## config.mk

```make
export PLATFORM = sky130hd
export DESIGN_NAME = scb_sysmgr
export DESIGN_NICKNAME = d
export VERILOG_FILES = /design/src/scb_pkg.sv /design/src/scb_clkdiv.sv /design/src/scb_sysmgr.sv
export SDC_FILE = /design/constraint.sdc
export NUM_CORES = 1
export LEC_CHECK = 0
export BUFFER_PORTS_ARGS = -buffer_cell sky130_fd_sc_hd__buf_2
export CORE_MARGIN = 2
export CORE_UTILIZATION = 43
export DETAILED_ROUTE_END_ITERATION = 10
export GPL_ROUTABILITY_DRIVEN = 0
export PLACE_DENSITY_LB_ADDON = 0.2
export REMOVE_ABC_BUFFERS = 1
export SLEW_MARGIN = 20
export SYNTH_ARGS = -nofsm -noshare
export SYNTH_HDL_FRONTEND = slang
export SYNTH_SLANG_ARGS = --single-unit
```

## constraint.sdc

```tcl
create_clock -name clk -period 3.28 [get_ports clk]
set_input_delay 0 -clock clk [delete_from_list [all_inputs] [get_ports clk]]
set_output_delay 0 -clock clk [all_outputs]
set_load 0.01 [all_outputs]
```

## src/scb_pkg.sv

```systemverilog
// package: register map, field layout and types for the system config block
package scb_pkg;

  // register byte offsets inside the 64 Kbyte special-register window
  localparam logic [15:0] SCB_OFS_CONFIG = 16'h0000;
  localparam logic [15:0] SCB_OFS_CLKDIV = 16'h3000;
  localparam logic [15:0] SCB_OFS_STATUS = 16'hfffc;

  // system bus address width and window base field position
  localparam int          SCB_AW         = 26;
  localparam int          SCB_WIN_LSB    = 16;
  localparam int          SCB_WIN_W      = 10;

  // system_configuration fields
  localparam int          SCB_CFG_STALL  = 0;
  localparam int          SCB_CFG_CE     = 1;
  localparam int          SCB_CFG_WBE    = 2;
  localparam int          SCB_CFG_CM_LSB = 4;
  localparam int          SCB_CFG_SR_LSB = 6;
  localparam int          SCB_CFG_SB_LSB = 16;
  localparam int          SCB_CFG_ID_LSB = 26;
  localparam int          SCB_CFG_SDRAM  = 31;
  localparam logic [31:0] SCB_CFG_RESET  = 32'h37ffff91;
  localparam logic [31:0] SCB_CFG_WMASK  = 32'h83fffff7;
  localparam logic [1:0]  SCB_CM_NOCACHE = 2'h2;

  // clock_divide_control fields
  localparam int          SCB_CLK_WAIT   = 16;
  localparam int          SCB_CLK_MUX    = 17;
  localparam int          SCB_CLK_APH    = 18;
  localparam int          SCB_CLK_TEST   = 31;
  localparam logic [31:0] SCB_CLK_RESET  = 32'h00000000;
  localparam logic [31:0] SCB_CLK_WMASK  = 32'h800fffff;

  // status register bits
  localparam int          SCB_ST_GRANT   = 0;
  localparam int          SCB_ST_REQ     = 1;
  localparam int          SCB_ST_DRAIN   = 2;

  // handover states, gray along own -> drain -> granted -> release
  typedef enum logic [1:0] {
    SCB_OWN     = 2'h0,
    SCB_DRAIN   = 2'h1,
    SCB_GRANTED = 2'h3,
    SCB_RELEASE = 2'h2
  } scb_state_t;

  // external memory interface driven by the memory controller
  typedef struct packed {
    logic [21:0] addr;
    logic [31:0] data;
    logic [15:0] ctrl;
  } scb_mem_t;

  // decoded configuration handed to the cache, buffer and bus logic
  typedef struct packed {
    logic [SCB_WIN_W-1:0] special_base;
    logic [9:0]           sram_base;
    logic [1:0]           cache_mode;
    logic                 cache_enable;
    logic                 write_buffer_enable;
    logic                 write_through;
    logic                 stall_enable;
    logic                 sync_dram_mode;
    logic                 bank5_wait_enable;
    logic                 bank5_mux_enable;
    logic [1:0]           mux_address_phase_time;
    logic                 factory_test;
  } scb_cfg_t;

endpackage : scb_pkg

```

## src/scb_clkdiv.sv

```systemverilog
// one-hot system clock divider producing a low-duty clock tick
`timescale 1ns/1ps
module scb_clkdiv
  import scb_pkg::*;
(
  input  wire logic        clk,
  input  wire logic        rstn,
  input  wire logic [15:0] div_onehot,
  output logic             sclk_tick
);

  logic [15:0] cnt_reg;
  logic [15:0] cnt_next;
  logic        tick_reg;
  logic        tick_next;
  logic [15:0] last;

  ////////////////////////////////////////////////////////////////////////////
  // a zero field never waits, so the tick stays high: undivided clock
  always_comb begin
    last      = div_onehot - 16'h0001;
    cnt_next  = cnt_reg + 16'h0001;
    tick_next = 1'b0;
    if (div_onehot == 16'h0000) begin
      cnt_next  = 16'h0000;
      tick_next = 1'b1;
    end else if (cnt_reg >= last) begin
      // one high cycle per period: duty is no longer half, by design
      cnt_next  = 16'h0000;
      tick_next = 1'b1;
    end
  end

  // counter registers
  always_ff @(posedge clk) begin
    if (!rstn) begin
      cnt_reg  <= 16'h0000;
      tick_reg <= 1'b0;
    end else begin
      cnt_reg  <= cnt_next;
      tick_reg <= tick_next;
    end
  end

  assign sclk_tick = tick_reg;

endmodule : scb_clkdiv

```

## src/scb_sysmgr.sv

```systemverilog
// system configuration registers and external bus handover logic
//
// The Avalon-MM slave port was decided locally.
`timescale 1ns/1ps

module scb_sysmgr
  import scb_pkg::*;
#(
  parameter logic [4:0] PART_ID = 5'h0a  // arbitrary variant code
)
(
  input  wire logic              clk,
  input  wire logic              rstn,
  // avalon-mm slave
  input  wire logic [SCB_AW-1:0] avs_address,
  input  wire logic              avs_read,
  input  wire logic              avs_write,
  input  wire logic [31:0]       avs_writedata,
  input  wire logic [3:0]        avs_byteenable,
  output logic [31:0]            avs_readdata,
  output logic                   avs_waitrequest,
  // outside bus master handshake pins
  input  wire logic              outside_master_request,
  output logic                   outside_master_grant,
  // memory controller side
  input  wire scb_mem_t          mem_from_ctrl,
  input  wire logic              mem_cycle_busy,
  input  wire logic              refresh_request,
  output logic                   refresh_go,
  // external memory pins, output half and enable
  output scb_mem_t               mem_pins_out,
  output logic                   mem_pins_oe,
  // clock source pin and derived controls
  input  wire logic              clock_source_select,
  output logic                   use_external_clock_input,
  output logic                   sclk_tick,
  output scb_cfg_t               cfg
);

  ////////////////////////////////////////////////////////////////////////////
  // pin synchronisers: first stage feeds only the second stage
  // reset clears both, so the request reads idle until released
  logic req_meta_reg;
  logic req_sync_reg;
  logic sel_meta_reg;
  logic sel_sync_reg;

  always_ff @(posedge clk) begin
    if (!rstn) begin
      req_meta_reg <= 1'b0;
      req_sync_reg <= 1'b0;
      sel_meta_reg <= 1'b0;
      sel_sync_reg <= 1'b0;
    end else begin
      req_meta_reg <= outside_master_request;
      req_sync_reg <= req_meta_reg;
      sel_meta_reg <= clock_source_select;
      sel_sync_reg <= sel_meta_reg;
    end
  end

  ////////////////////////////////////////////////////////////////////////////
  // handover state machine
  scb_state_t state_reg;
  scb_state_t state_next;
  logic       in_own;
  logic       in_drain;
  logic       in_granted;

  // wait for the running memory cycle to end before floating the bus,
  // so a synchronous DRAM write is never cut off half way
  always_comb begin
    state_next = state_reg;
    unique case (state_reg)
      SCB_OWN: begin
        if (req_sync_reg) begin
          state_next = SCB_DRAIN;
        end
      end
      SCB_DRAIN: begin
        if (!req_sync_reg) begin
          state_next = SCB_OWN;
        end else if (!mem_cycle_busy) begin
          state_next = SCB_GRANTED;
        end
      end
      SCB_GRANTED: begin
        if (!req_sync_reg) begin
          state_next = SCB_RELEASE;
        end
      end
      SCB_RELEASE: begin
        state_next = SCB_OWN;
      end
    endcase
  end

  always_ff @(posedge clk) begin
    if (!rstn) begin
      state_reg <= SCB_OWN;
    end else begin
      state_reg <= state_next;
    end
  end

  // state decodes shared by the grant pin, refresh gate and status word
  assign in_own     = (state_reg == SCB_OWN);
  assign in_drain   = (state_reg == SCB_DRAIN);
  assign in_granted = (state_reg == SCB_GRANTED);

  // grant drops the same cycle the synced request does, so the outside
  // master sees grant only for the two sync cycles after it withdraws its request
  assign outside_master_grant = in_granted && req_sync_reg;

  // refresh only while this device owns the bus; the outside master
  // covers refresh itself during long ownership, and a refresh that
  // falls due while the bus is lent simply waits for the return
  assign refresh_go = refresh_request && in_own;

  ////////////////////////////////////////////////////////////////////////////
  // memory pin drivers, registered
  scb_mem_t mem_reg;
  scb_mem_t mem_next;
  logic     oe_reg;
  logic     oe_next;

  // enable falls as grant is entered and returns only after release;
  // pin data is a registered copy of the controller, one cycle late,
  // so data and enable both change on a clock edge, never in between
  always_comb begin
    mem_next = mem_from_ctrl;
    oe_next  = !((state_next == SCB_GRANTED) ||
                 (state_reg == SCB_GRANTED));
  end

  always_ff @(posedge clk) begin
    if (!rstn) begin
      mem_reg <= '0;
      oe_reg  <= 1'b1;
    end else begin
      mem_reg <= mem_next;
      oe_reg  <= oe_next;
    end
  end

  assign mem_pins_out = mem_reg;
  assign mem_pins_oe  = oe_reg;

  ////////////////////////////////////////////////////////////////////////////
  // register file and bus slave
  logic [31:0] config_reg;
  logic [31:0] config_next;
  logic [31:0] clkdiv_reg;
  logic [31:0] clkdiv_next;
  logic [31:0] rdata_reg;
  logic [31:0] rdata_next;
  logic        ack_reg;
  logic        ack_next;
  logic        hit;
  logic [15:0] ofs;
  logic [31:0] bemask;
  logic [31:0] config_view;
  logic [31:0] status_view;
  logic        sel_config;
  logic        sel_clkdiv;
  logic        sel_status;
  logic [31:0] rd_word;
  logic [31:0] config_merge;
  logic [31:0] clkdiv_merge;

  // window follows the live base field, so a base rewrite moves it at once
  assign hit = avs_address[SCB_AW-1:SCB_WIN_LSB] ==
               config_reg[SCB_CFG_SB_LSB +: SCB_WIN_W];
  assign ofs = avs_address[SCB_WIN_LSB-1:0];
  assign bemask = {{8{avs_byteenable[3]}}, {8{avs_byteenable[2]}},
                   {8{avs_byteenable[1]}}, {8{avs_byteenable[0]}}};

  // register selects; any other offset in the window reads zero and
  // swallows writes, so software probing unused offsets is harmless
  assign sel_config = hit && (ofs == SCB_OFS_CONFIG);
  assign sel_clkdiv = hit && (ofs == SCB_OFS_CLKDIV);
  assign sel_status = hit && (ofs == SCB_OFS_STATUS);

  // part identifier is fixed, never taken from the stored word
  always_comb begin
    config_view = config_reg;
    config_view[SCB_CFG_ID_LSB +: 5] = PART_ID;
    status_view = 32'h00000000;
    status_view[SCB_ST_GRANT] = outside_master_grant;
    status_view[SCB_ST_REQ]   = req_sync_reg;
    status_view[SCB_ST_DRAIN] = in_drain;
  end

  // read multiplexer, captured into the data register on the first cycle
  always_comb begin
    rd_word = 32'h00000000;
    if (sel_config) begin
      rd_word = config_view;
    end else if (sel_clkdiv) begin
      rd_word = clkdiv_reg;
    end else if (sel_status) begin
      rd_word = status_view;
    end
  end

  // byte lanes merged with the stored word; read-only bits never move
  assign config_merge = (config_reg & ~(bemask & SCB_CFG_WMASK)) |
                        (avs_writedata & bemask & SCB_CFG_WMASK);
  assign clkdiv_merge = (clkdiv_reg & ~(bemask & SCB_CLK_WMASK)) |
                        (avs_writedata & bemask & SCB_CLK_WMASK);

  // one wait cycle per access; the write lands when waitrequest is low
  always_comb begin
    ack_next    = (avs_read || avs_write) && !ack_reg;
    config_next = config_reg;
    clkdiv_next = clkdiv_reg;
    rdata_next  = rdata_reg;
    if (avs_read && !ack_reg) begin
      rdata_next = rd_word;
    end
    if (avs_write && ack_reg && sel_config) begin
      config_next = config_merge;
      // cache mode 10 leaves nothing to cache, so enable is cleared
      if (config_merge[SCB_CFG_CM_LSB +: 2] == SCB_CM_NOCACHE) begin
        config_next[SCB_CFG_CE] = 1'b0;
      end
    end
    if (avs_write && ack_reg && sel_clkdiv) begin
      clkdiv_next = clkdiv_merge;
    end
  end

  always_ff @(posedge clk) begin
    if (!rstn) begin
      config_reg <= SCB_CFG_RESET & SCB_CFG_WMASK;
      clkdiv_reg <= SCB_CLK_RESET;
      rdata_reg  <= 32'h00000000;
      ack_reg    <= 1'b0;
    end else begin
      config_reg <= config_next;
      clkdiv_reg <= clkdiv_next;
      rdata_reg  <= rdata_next;
      ack_reg    <= ack_next;
    end
  end

  assign avs_readdata    = rdata_reg;
  assign avs_waitrequest = (avs_read || avs_write) && !ack_reg;

  ////////////////////////////////////////////////////////////////////////////
  // decoded controls; cache re-enable never triggers a flush
  always_comb begin
    cfg.special_base        = config_reg[SCB_CFG_SB_LSB +: SCB_WIN_W];
    // sram base and cache mode together fix how the on-chip memory is
    // split between cache and plain sram
    cfg.sram_base           = config_reg[SCB_CFG_SR_LSB +: 10];
    cfg.cache_mode          = config_reg[SCB_CFG_CM_LSB +: 2];
    cfg.cache_enable        = config_reg[SCB_CFG_CE];
    cfg.write_buffer_enable = config_reg[SCB_CFG_WBE];
    // write-through keeps external memory coherent with the cache
    cfg.write_through       = 1'b1;
    cfg.stall_enable        = config_reg[SCB_CFG_STALL];
    cfg.sync_dram_mode      = config_reg[SCB_CFG_SDRAM];
    cfg.bank5_wait_enable   = clkdiv_reg[SCB_CLK_WAIT];
    cfg.bank5_mux_enable    = clkdiv_reg[SCB_CLK_MUX];
    // count of address-phase clocks minus one; 11 behaves as 10
    cfg.mux_address_phase_time =
      (clkdiv_reg[SCB_CLK_APH +: 2] == 2'h3) ? 2'h2 :
      clkdiv_reg[SCB_CLK_APH +: 2];
    cfg.factory_test        = clkdiv_reg[SCB_CLK_TEST];
  end

  // high pin selects the external clock, low the PLL; the switch itself
  // sits in the clock generator, which must keep it glitch free
  assign use_external_clock_input = sel_sync_reg;

  ////////////////////////////////////////////////////////////////////////////
  // clock divider
  scb_clkdiv u_clkdiv (
    .clk        (clk),
    .rstn       (rstn),
    .div_onehot (clkdiv_reg[15:0]),
    .sclk_tick  (sclk_tick)
  );

endmodule : scb_sysmgr

```

Yosys cells after proc, flatten, opt, wreduce, memory -nomap -nowiden
Cells that the tools add are included.
Widths: inputs -> output; s select.
- $add $sub $neg: 2
- $lt $le $gt $ge: 1
- eq/ne operators: 9
- multiplexer cells: 12
- bitwise logic cells: 8
- reductions and logical operators: 18
- operators by type and width (kind ; number):
    $and 32x32->32 ; 3
    $mux 32 ; 2
    $not 32->32 ; 2
    $or 32x32->32 ; 2
    $logic_not 16->1 ; 2
    $add 16x1->16 const B ; 1
    $eq 16x14->1 const B ; 1
    $eq 16x16->1 const B ; 1
    $ge 16x16->1 ; 1
    $sub 16x1->16 const B ; 1
    $eq 10x10->1 ; 1
    $eq 2x2->1 const B ; 5
    $logic_and 1x1->1 ; 10
    $mux 2 ; 5
    $pmux 2 s4 ; 1
    $mux 1 ; 3
    $mux 3 ; 1
    $reduce_or 3->1 ; 1
    $eq 2x1->1 const B ; 1
    $logic_not 1->1 ; 2
    $logic_not 2->1 ; 1
    $logic_or 1x1->1 ; 2
    $not 1->1 ; 1
- bits in registers: 191
- input port bits: 140
- output and inout bits: 140
- word-level logic and storage cells: 65

Logic depth before layout (Yosys ltp)
Gate-level depths: netlist of the first run.
- word-level depth: 6
- mapped depth: 13
- gate-level depth less buffers: 12

Cells and area by module
A second synthesis of the first run with hierarchy kept.
- cells, all modules: 707
- area total of the unflattened synthesis: 6974.2 um2
- by module, submodules not included (module ; instances ; cells each ; area each (um2) ; seq. area each (um2)):
    scb_sysmgr ; 1 ; 553 ; 5627.9 ; 3062.9
    scb_clkdiv ; 1 ; 154 ; 1346.3 ; 340.3

Worst setup path after synthesis of the first run
No wires, ideal clock.
- path kind: register -> register
- start: register (tool-made name)
- end: register u_clkdiv.cnt_reg[10]
- library setup time: 132 ps
- arrival time: 3249 ps
- data required time: 3148 ps
- path slack: -101 ps
- stages on the path, launching flop included: 13
- path buffers: 1
- period minus slack after synthesis: 3381 ps
- cells stage by stage: dfxtp_1 > or3_1 > or4_1 > nor4_2 > nand2_1 > xor2_1 > ha_1 > nand2_1 > o21a_1 > a211o_1 > a31oi_1 > clkbuf_1 > nor3_1
- RTL lines (element ; line ; text):
    to (signal assigned) ; scb_clkdiv.sv:40 ; cnt_reg <= cnt_next;
    to (decl) ; scb_clkdiv.sv:12 ; logic [15:0] cnt_reg;

==> results of run 1 <==
worst max-delay path, cell delays in order (launching register included):
cell	delay, ns
dfxtp_1	0.30
or3_1	0.40
or4_4	0.45
nor4_4	0.14
buf_4	0.16
nand2_1	0.06
xor2_1	0.14
ha_1	0.31
nand2_1	0.06
o21a_1	0.19
a211o_1	0.35
a31oi_4	0.20
buf_6	0.17
nor3_1	0.05
layout make-up:
cell class                      count  area share, %
Clock inverter                     14           1.52
Clock buffer                       18           4.25
Tap cell                          211           2.61
Timing Repair Buffer              395           25.6
Inverter                            8          0.297
Antenna cell                        1         0.0248
Multi-Input combinational cell    437           32.0
Sequential cell                   170           33.7
cell usage after synthesis (14+ instances only):
cell type | n | area (µm²)
dfxtp_1 | 170 | 3400
a22o_1 | 21 | 184
nand3_1 | 20 | 100
mux2i_1 | 38 | 380
a21oi_1 | 14 | 70.1
and2_1 | 75 | 469
nor2_1 | 31 | 116
ha_1 | 18 | 225
clkbuf_1 | 20 | 75.1
a21o_1 | 15 | 113
xnor2_1 | 25 | 219
nand2_1 | 40 | 150
nor3_1 | 23 | 115
power by group through the flow:
stage / registers, mW / logic [mW] / clock network [mW]
floorplan: 2.20 / 0.0738 / 0
global placement: 2.17 / 0.282 / 0
detailed placement: 2.17 / 0.284 / 0
CTS: 2.13 / 0.381 / 1.99
global route: 2.13 / 0.419 / 2.09
finish: 2.13 / 0.389 / 1.96
cell families after synthesis:
logic type,after synthesis
flops,170
compound gates,84
other cells,2
simple gates,255
buf+inv,45
fa+ha+maj,18
xor+xnor,38
mux,38
worst paths after layout:
path / start / to / slack [ns]
worst max-delay path: register / u_clkdiv.cnt_reg[0] / 0.17
worst min-delay path: rstn / register / 0.04
worst max register to register: register / u_clkdiv.cnt_reg[0] / 0.17
worst min register to register: sel_meta_reg / use_external_clock_input / 0.44
through the flow:
stage	hold WS, ns	util [%]	TNS (ns)	setup WS, ns
final	0.0402	65.9	0	0.175
after global placement	0.204	54.3	0	0.211
after CTS	0.0153	65.1	0	0.134
after global routing	0.0512	65.9	-0.00247	-0.00247
after floorplan	0.0619	-	-2.89	-0.184
after detailed placement	0.208	54.3	0	0.144
placed cells by master, fill, tap and decap left out, drive strengths merged, types with 4 or more instances in the layout:
cell type / synthesis / layout
xor2: 11 / 11
nor3: 24 / 24
a22o: 21 / 21
o21ai: 15 / 15
dfxtp: 170 / 170
dlygate4sd3: 0 / 106
a21oi: 14 / 14
a22oi: 4 / 4
ha: 18 / 18
nand4: 13 / 13
nand3: 20 / 20
conb: 2 / 4
and4: 7 / 7
inv: 8 / 14
a21o: 15 / 15
and2: 76 / 76
xnor2: 27 / 27
nor2b: 4 / 4
nor3b: 5 / 5
nor2: 31 / 31
clkbuf: 21 / 19
mux2i: 38 / 38
nor4: 16 / 16
clkinv: 0 / 8
nand2: 40 / 40
buf: 15 / 288
and3: 9 / 9
repair_timing:
action | CTS | global route
gates resized for setup | 0 | 16
hold buffers | 106 | 0
endpoints found under the setup margin | 0 | 16
buffers inserted | 0 | 3
hold endpoints to repair | 123 | 0
per-layer routing:
layer / global-route usage [%] / up-vias / routed length, µm
li1: - / 3021 / -
met1: 29.2 / 2887 / 8210
met2: 42.6 / 195 / 10600
met3: 8.04 / 41 / 1330
met4: 10.3 / 0 / 727
met5: 0 / - / 0
==> metrics.cfg, run 1 <==
[synth]
synth_fa_ha_area_share_pct=3.31
synth_top_family_by_area=simple AND/OR/NAND/NOR gates
synth-xor-area-share_pct=5.11
yosys_warnings=0
synthMuxAreaShare_pct=5.59
synth.distinct_cells=56
ys_seq_elements=170
syn_area_um2=6810
async_reset_ff_share_pct=0
synth_compound_area_share_pct=8.69
yosysSeqAreaShare_pct=50.0
synth_simple_gate_area_share_pct=23.6
synth-edff-count=0
syn_area_per_cell_um2=10.5
synthCells=650
synth_ff_type=dfxtp_1

[grt]
gr-total-overflow=0
grt_max_degree=85
track_usage_pct=25.0
grt_pass1_wl_um=32600
grt_pass1_vias=6209
antenna_found_initial=1

[finish]
n_fill_cell=1206
drive_above_1_share_pct=33.9
stdcell_area_um2=10100
fin_nets=1187
multiInputGateArea_um2=3230
layout.cells.non_filler=1254
area_growth_pct=48.3
register_area_um2=3400

[cts]
clock_sinks=170
clkLatencyLatePin_ns=0.43
clockBufferDepth=2
htreeDepth=4
cts_buffers=17
cts.clk_slew.worst_paths_ns=0.07
cts_tree=built
ctsRootBufferMaster=clkbuf_16

[routing]
drc_errors=0
drtIter0Drc=215
num_vias=6144
routed_via_density=4.90
ant_nets=0
dr.pass1.iters=4
drt-total-wl_um=20900
wl_per_cell_um=16.6

[floorplanning]
initial_core_util_pct=44.5
dieArea_um2=16900
pin_count=280
die_w_um=130
core_um2=15300
rows=45
fp.dieH_um=130

[placed_design]
dp_cells=1110
numPortBuffers=270
dp_hpwl_um=13700
place_area_um2=8320

[timing]
slew_violations=0
slew_headroom_pct=45.6
max_slew.worst_pin.slew_ns=0.810
setup_violations=0
final_hold_viol_count=0
skew_ns=0.0152
period_share_pct=94.7
fmax_mhz=322
min_period_ns=3.11

[power]
intPower_mw=3.34
power_mw=4.48
power_frac_comb_pct=8.7
p_clk_share_pct=43.8
p_per_area_nw_per_um2=444
vdd_drop_max_v=0.000347
pwr-share-seq_pct=47.5
p_leak_nw=4.70
p_sw_mw=1.14
netSwitchingFraction_pct=25.4

[outcome]
outcome=finished clean

[setup_path]
end_kind=register
reg2reg_depth=13
critPathKind=reg2reg
cp_max_fo=8
cp.arrival_ns=3.42
cp.required_ns=3.59
cp-start-kind=register

[run]
drv_cap=0

[hold_path]
hp-class=in2reg
hold_path_depth=3

Power figures use the tool's default switching activity.
==> inputs of run 2 (changes only) <==
--- a/config.mk
+++ b/config.mk
@@ -5,7 +5,7 @@
 export SDC_FILE = /design/constraint.sdc
 export NUM_CORES = 1
 export LEC_CHECK = 0
-export BUFFER_PORTS_ARGS = -buffer_cell sky130_fd_sc_hd__buf_2
+export BUFFER_PORTS_ARGS = -buffer_cell sky130_fd_sc_hd__buf_4
 export CORE_MARGIN = 2
 export CORE_UTILIZATION = 43
 export DETAILED_ROUTE_END_ITERATION = 10
==> metrics.cfg, run 2 (synthesized netlist as in run 1, its figures left out) <==
[outcome]
outcome=finished clean

[finish]
n_fill_cell=1125
area_growth_pct=56.6
layout.cells.non_filler=1246
final_common_cell=buf_4
fin_nets=1179
post-route-util_pct=69.6
layout_common_cells=buf_4 (281), dfxtp_1 (170), dlygate4sd3_1 (103)
drive_above_1_share_pct=33.1

[timing]
fmax_mhz=320
skew_ns=0.0119
slew_violations=0
fin_setup_tns_ns=0
min_period_ns=3.12
period_share_pct=95.1
setup_violations=0
fin_ws_ns=0.160
max_slew.worst_pin.slew_ns=1.08
fin_hold_ws_ns=0.0161
slew_headroom_pct=28.1
final_hold_viol_count=0

[power]
vdd_drop_max_v=0.000400
p_leak_nw=4.83
p_per_area_nw_per_um2=434

[routing]
ant_nets=0
dr.pass1.iters=4
drc_errors=0
wl_per_cell_um=17.4
routed_via_density=4.93
drtIter0Drc=230
num_vias=6138
drt-total-wl_um=21600

[cts]
clockBufferDepth=2
clkLatencyLatePin_ns=0.43
clock_sinks=170
cts_setup_buffers=0
cts_buffers=17
htreeDepth=4
ctsRootBufferMaster=clkbuf_16
cts_tree=built
cts.clk_slew.worst_paths_ns=0.07

[setup_path]
cp.required_ns=3.60
r2r_slack_ns=0.16
critPathKind=reg2reg
end_kind=register
r2r-end=u_clkdiv.cnt_reg[14]
cp.arrival_ns=3.44
reg2reg_depth=13
cp_max_fo=8
cp-start-kind=register

[grt]
track_usage_pct=25.8
grt_max_degree=107
antenna_found_initial=1
grt_pass1_vias=6256
gr-total-overflow=0
grt_pass1_wl_um=33100

[floorplanning]
pin_count=280
die_w_um=130
rows=45
core_um2=15300
fp.dieH_um=130
initial_core_util_pct=44.5
dieArea_um2=16900

[placed_design]
dp_cells=1109
preCtsSetupSlack_ns=0.172
numPortBuffers=270
dp_hpwl_um=14200

[run]
drv_cap=0

[hold_path]
min_to=config_reg[1]
hp-class=in2reg
hold_path_depth=5
holdCritStartpoint=avs_byteenable[0]

-- run 2: changes by cell type in the layout (fill, tap and decap cells not counted), sizes merged --
| cell | delta |
|---|---|
| clkinv | -5 |
| buf | -4 |
| dlygate4sd3 | -3 |
| inv | +3 |
| clkbuf | -2 |
| bufinv | +1 |
| clkinvlp | +1 |
| diode | +1 |
-- run 2: through the flow --
stage	total power [mW]	area, µm²
after floorplan	2.28	6600
after global placement	2.53	8990
after detailed placement	2.53	8990
after CTS	4.64	10600
after global routing	4.78	10700
final	4.63	10700
-- run 2: layout make-up --
| cell class | instances | area (µm²) | share of cell area, % |
|---|---|---|---|
| inverter | 8 | 30.0 | 0.282 |
| multi-input combinational | 437 | 3190 | 29.9 |
| sequential | 170 | 3400 | 31.9 |
| clock buffer | 17 | 425 | 3.99 |
| timing repair buffer | 387 | 3170 | 29.8 |
| clock inverter | 14 | 175 | 1.64 |
| antenna | 2 | 5.00 | 0.0469 |
| tap | 211 | 264 | 2.48 |
-- run 2: how the worst max path moves through the flow --
stage,end,slack (ns)
2_1_floorplan,u_clkdiv.cnt_reg[10],-0.18
3_3_place_gp,u_clkdiv.cnt_reg[15],0.22
3_5_place_dp,u_clkdiv.cnt_reg[11],0.17
4_1_cts,u_clkdiv.cnt_reg[2],0.14
5_1_grt,u_clkdiv.cnt_reg[11],-0.02
6_report,u_clkdiv.cnt_reg[14],0.16
-- run 2: repair_timing --
| action | in CTS | in global routing |
|---|---|---|
| hold buffers | 103 | 0 |
| endpoints found under the setup margin | 0 | 16 |
| hold endpoints to repair | 123 | 0 |
| gates resized for setup | 0 | 10 |
-- run 2: power breakdown --
part	internal, mW	leakage, nW	switching [mW]	total [mW]
combinational	0.281	3.15	0.186	0.467
clock	1.09	0.291	0.934	2.03
sequential	2.11	1.39	0.0173	2.13
-- run 2: per-layer routing --
metal  vias up  GRT usage [%]  wire [µm]
li1       3010              -          -
met1      2910           29.2       8280
met2       176           45.0      11300
met3        42           7.79       1380
met4         0           11.1        699
met5         -              0          0
-- run 2: worst max-delay path: stages (launching register included) --
cell	delay (ns)
dfxtp_1	0.31
or3_1	0.41
or4_4	0.44
nor4_2	0.14
buf_4	0.17
nand2_1	0.06
xor2_1	0.14
ha_1	0.31
nand2_1	0.05
o21a_1	0.24
a211o_1	0.33
a31oi_4	0.20
buf_6	0.16
nor3_1	0.05
==> inputs of run 3 (changes only) <==
--- a/config.mk
+++ b/config.mk
@@ -5,10 +5,10 @@
 export SDC_FILE = /design/constraint.sdc
 export NUM_CORES = 1
 export LEC_CHECK = 0
-export BUFFER_PORTS_ARGS = -buffer_cell sky130_fd_sc_hd__buf_4
 export CORE_MARGIN = 2
-export CORE_UTILIZATION = 43
+export CORE_UTILIZATION = 50
 export DETAILED_ROUTE_END_ITERATION = 10
+export DONT_BUFFER_PORTS = 1
 export GPL_ROUTABILITY_DRIVEN = 0
 export PLACE_DENSITY_LB_ADDON = 0.2
 export REMOVE_ABC_BUFFERS = 1
==> metrics.cfg, run 3 (synthesized netlist as in run 1, its figures left out) <==
[timing]
fin_ws_ns=-0.0103
max_slew.worst_pin.slew_ns=0.774
min_period_ns=3.29
period_share_pct=100
final_hold_viol_count=0
fin_setup_tns_ns=-0.0389
rsz0062_at_grt=yes
fin_hold_ws_ns=0.0318
slew_violations=0
setup_violations=11
skew_ns=0.0125
fmax_mhz=304
slew_headroom_pct=47.7

[routing]
routed_via_density=5.56
drtIter0Drc=311
dr.pass1.iters=5
drc_errors=0
wl_per_cell_um=20.0
num_vias=5402
drt-total-wl_um=19400
ant_nets=0

[grt]
grt_use_met2_pct=46.4
grt.busiest_layer=met2
antenna_found_initial=0
grt_use_met1_pct=30.8
grt_max_degree=108
grt_pass1_wl_um=29700
track_usage_pct=26.4
grt_use_met3_pct=6.75
gr-total-overflow=0
grt_pass1_vias=5489

[power]
p_sw_mw=1.05
pwr-share-seq_pct=49.6
intPower_mw=3.32
p_leak_nw=3.60
vdd_drop_max_v=0.000346
p_per_area_nw_per_um2=491
netSwitchingFraction_pct=24.0
power_frac_comb_pct=5.1
p_clk_share_pct=45.3
power_mw=4.37

[cts]
htreeDepth=4
clkLatencyLatePin_ns=0.43
cts_tree=built
clockBufferDepth=2
cts.clk_slew.worst_paths_ns=0.07
ctsRootBufferMaster=clkbuf_16
cts_buffers=17
clock_sinks=170

[setup_path]
end_kind=register
crit_slowest_cell=or4_4
cp-start-kind=register
r2r_slack_ns=-0.01
path_buf_inv=2
crit_family=simple AND/OR/NAND/NOR gates
crit_path_max_incr_delay_ns=0.45
critPathKind=reg2reg
cp.arrival_ns=3.60
crit_path_cell_trace=or3_4, or4_4, nor4_4, buf_4, xnor2_1, ha_1, a21oi_1, o21a_1, a211o_1, a31oi_4, buf_6, nor3_1
cp.required_ns=3.59
cp_max_fo=8

[floorplanning]
rows=42
die_w_um=121
fp.dieH_um=121
initial_core_util_pct=51.2
dieArea_um2=14600
pin_count=280
core_um2=13300

[placed_design]
numPortBuffers=0
dp_cells=803
place_area_um2=6910
dp_hpwl_um=12500

[outcome]
outcome=complete, but fails checks
violations=negative setup slack

[finish]
register_area_um2=3410
multiInputGateArea_um2=3210
stdcell_area_um2=8910
drive_above_1_share_pct=10.2
area_growth_pct=30.9
layout_common_cells=dfxtp_1 (168), dlygate4sd3_1 (129), and2_1 (75)
n_fill_cell=979
diodes=0
fin_nets=940
final_common_cell=dfxtp_1
layout.cells.non_filler=971

[run]
drv_cap=0

[hold_path]
hp-class=in2reg

run 3: cell types whose count changed in the layout (fill, tap and decap cells not counted), sizes merged:
cell         previous run  this run
clkinvlp                1         2
dlygate4sd3           103       129
clkbuf                 17        18
diode                   2         0
clkinv                  3         2
buf                   284        19
run 3: power by group through the flow:
stage,Sequential (mW),Clock [mW],Combinational (mW)
after detailed placement,2.22,0,0.0934
after global routing,2.17,2.10,0.238
after floorplan,2.20,0,0.0738
after global placement,2.21,0,0.0904
after CTS,2.17,1.99,0.214
final,2.17,1.98,0.222
run 3: final timing paths:
kind / from / endpoint / cells after the start
hold reg to reg: sel_meta_reg / use_external_clock_input / 1
setup / recovery: register / u_clkdiv.cnt_reg[3] / 12
setup reg to reg: register / u_clkdiv.cnt_reg[3] / 12
hold / removal: avs_byteenable[0] / config_reg[5] / 3
run 3: cell type report:
cell class                      instances  share of cell area, %
Clock inverter                         14                   1.69
Tap cell                              176                   2.47
Timing Repair Buffer                  148                   16.4
Inverter                                8                  0.337
Sequential cell                       170                   38.2
Multi-Input combinational cell        437                   36.1
Clock buffer                           18                   4.82
run 3: stage by stage:
step	util, %	worst slack (ns)
3_3_place_gp	52.0	0.0749
2_1_floorplan	-	-0.184
6_report	67.0	-0.0103
3_5_place_dp	52.0	0.00855
4_1_cts	66.3	0.0754
5_1_grt	67.0	-0.103
run 3: repair_timing:
action	4_1_cts	5_1_grt
setup buffers	0	5
cloned	0	1
hold buffers	130	0
endpoints found under the hold margin	146	0
pin swaps	0	5
gates resized for setup	1	14
endpoints found under the setup margin	12	18
run 3: tightest hold or removal path, cell delays in order:
cell and delay (ns):
and3_1 0.23, nand3_1 0.12, a21oi_1 0.06
run 3: layer usage:
layer,routed length [µm],vias to the layer above
met5,0,-
met4,347,0
met3,1220,31
met2,10400,213
met1,7430,2621
li1,-,2537
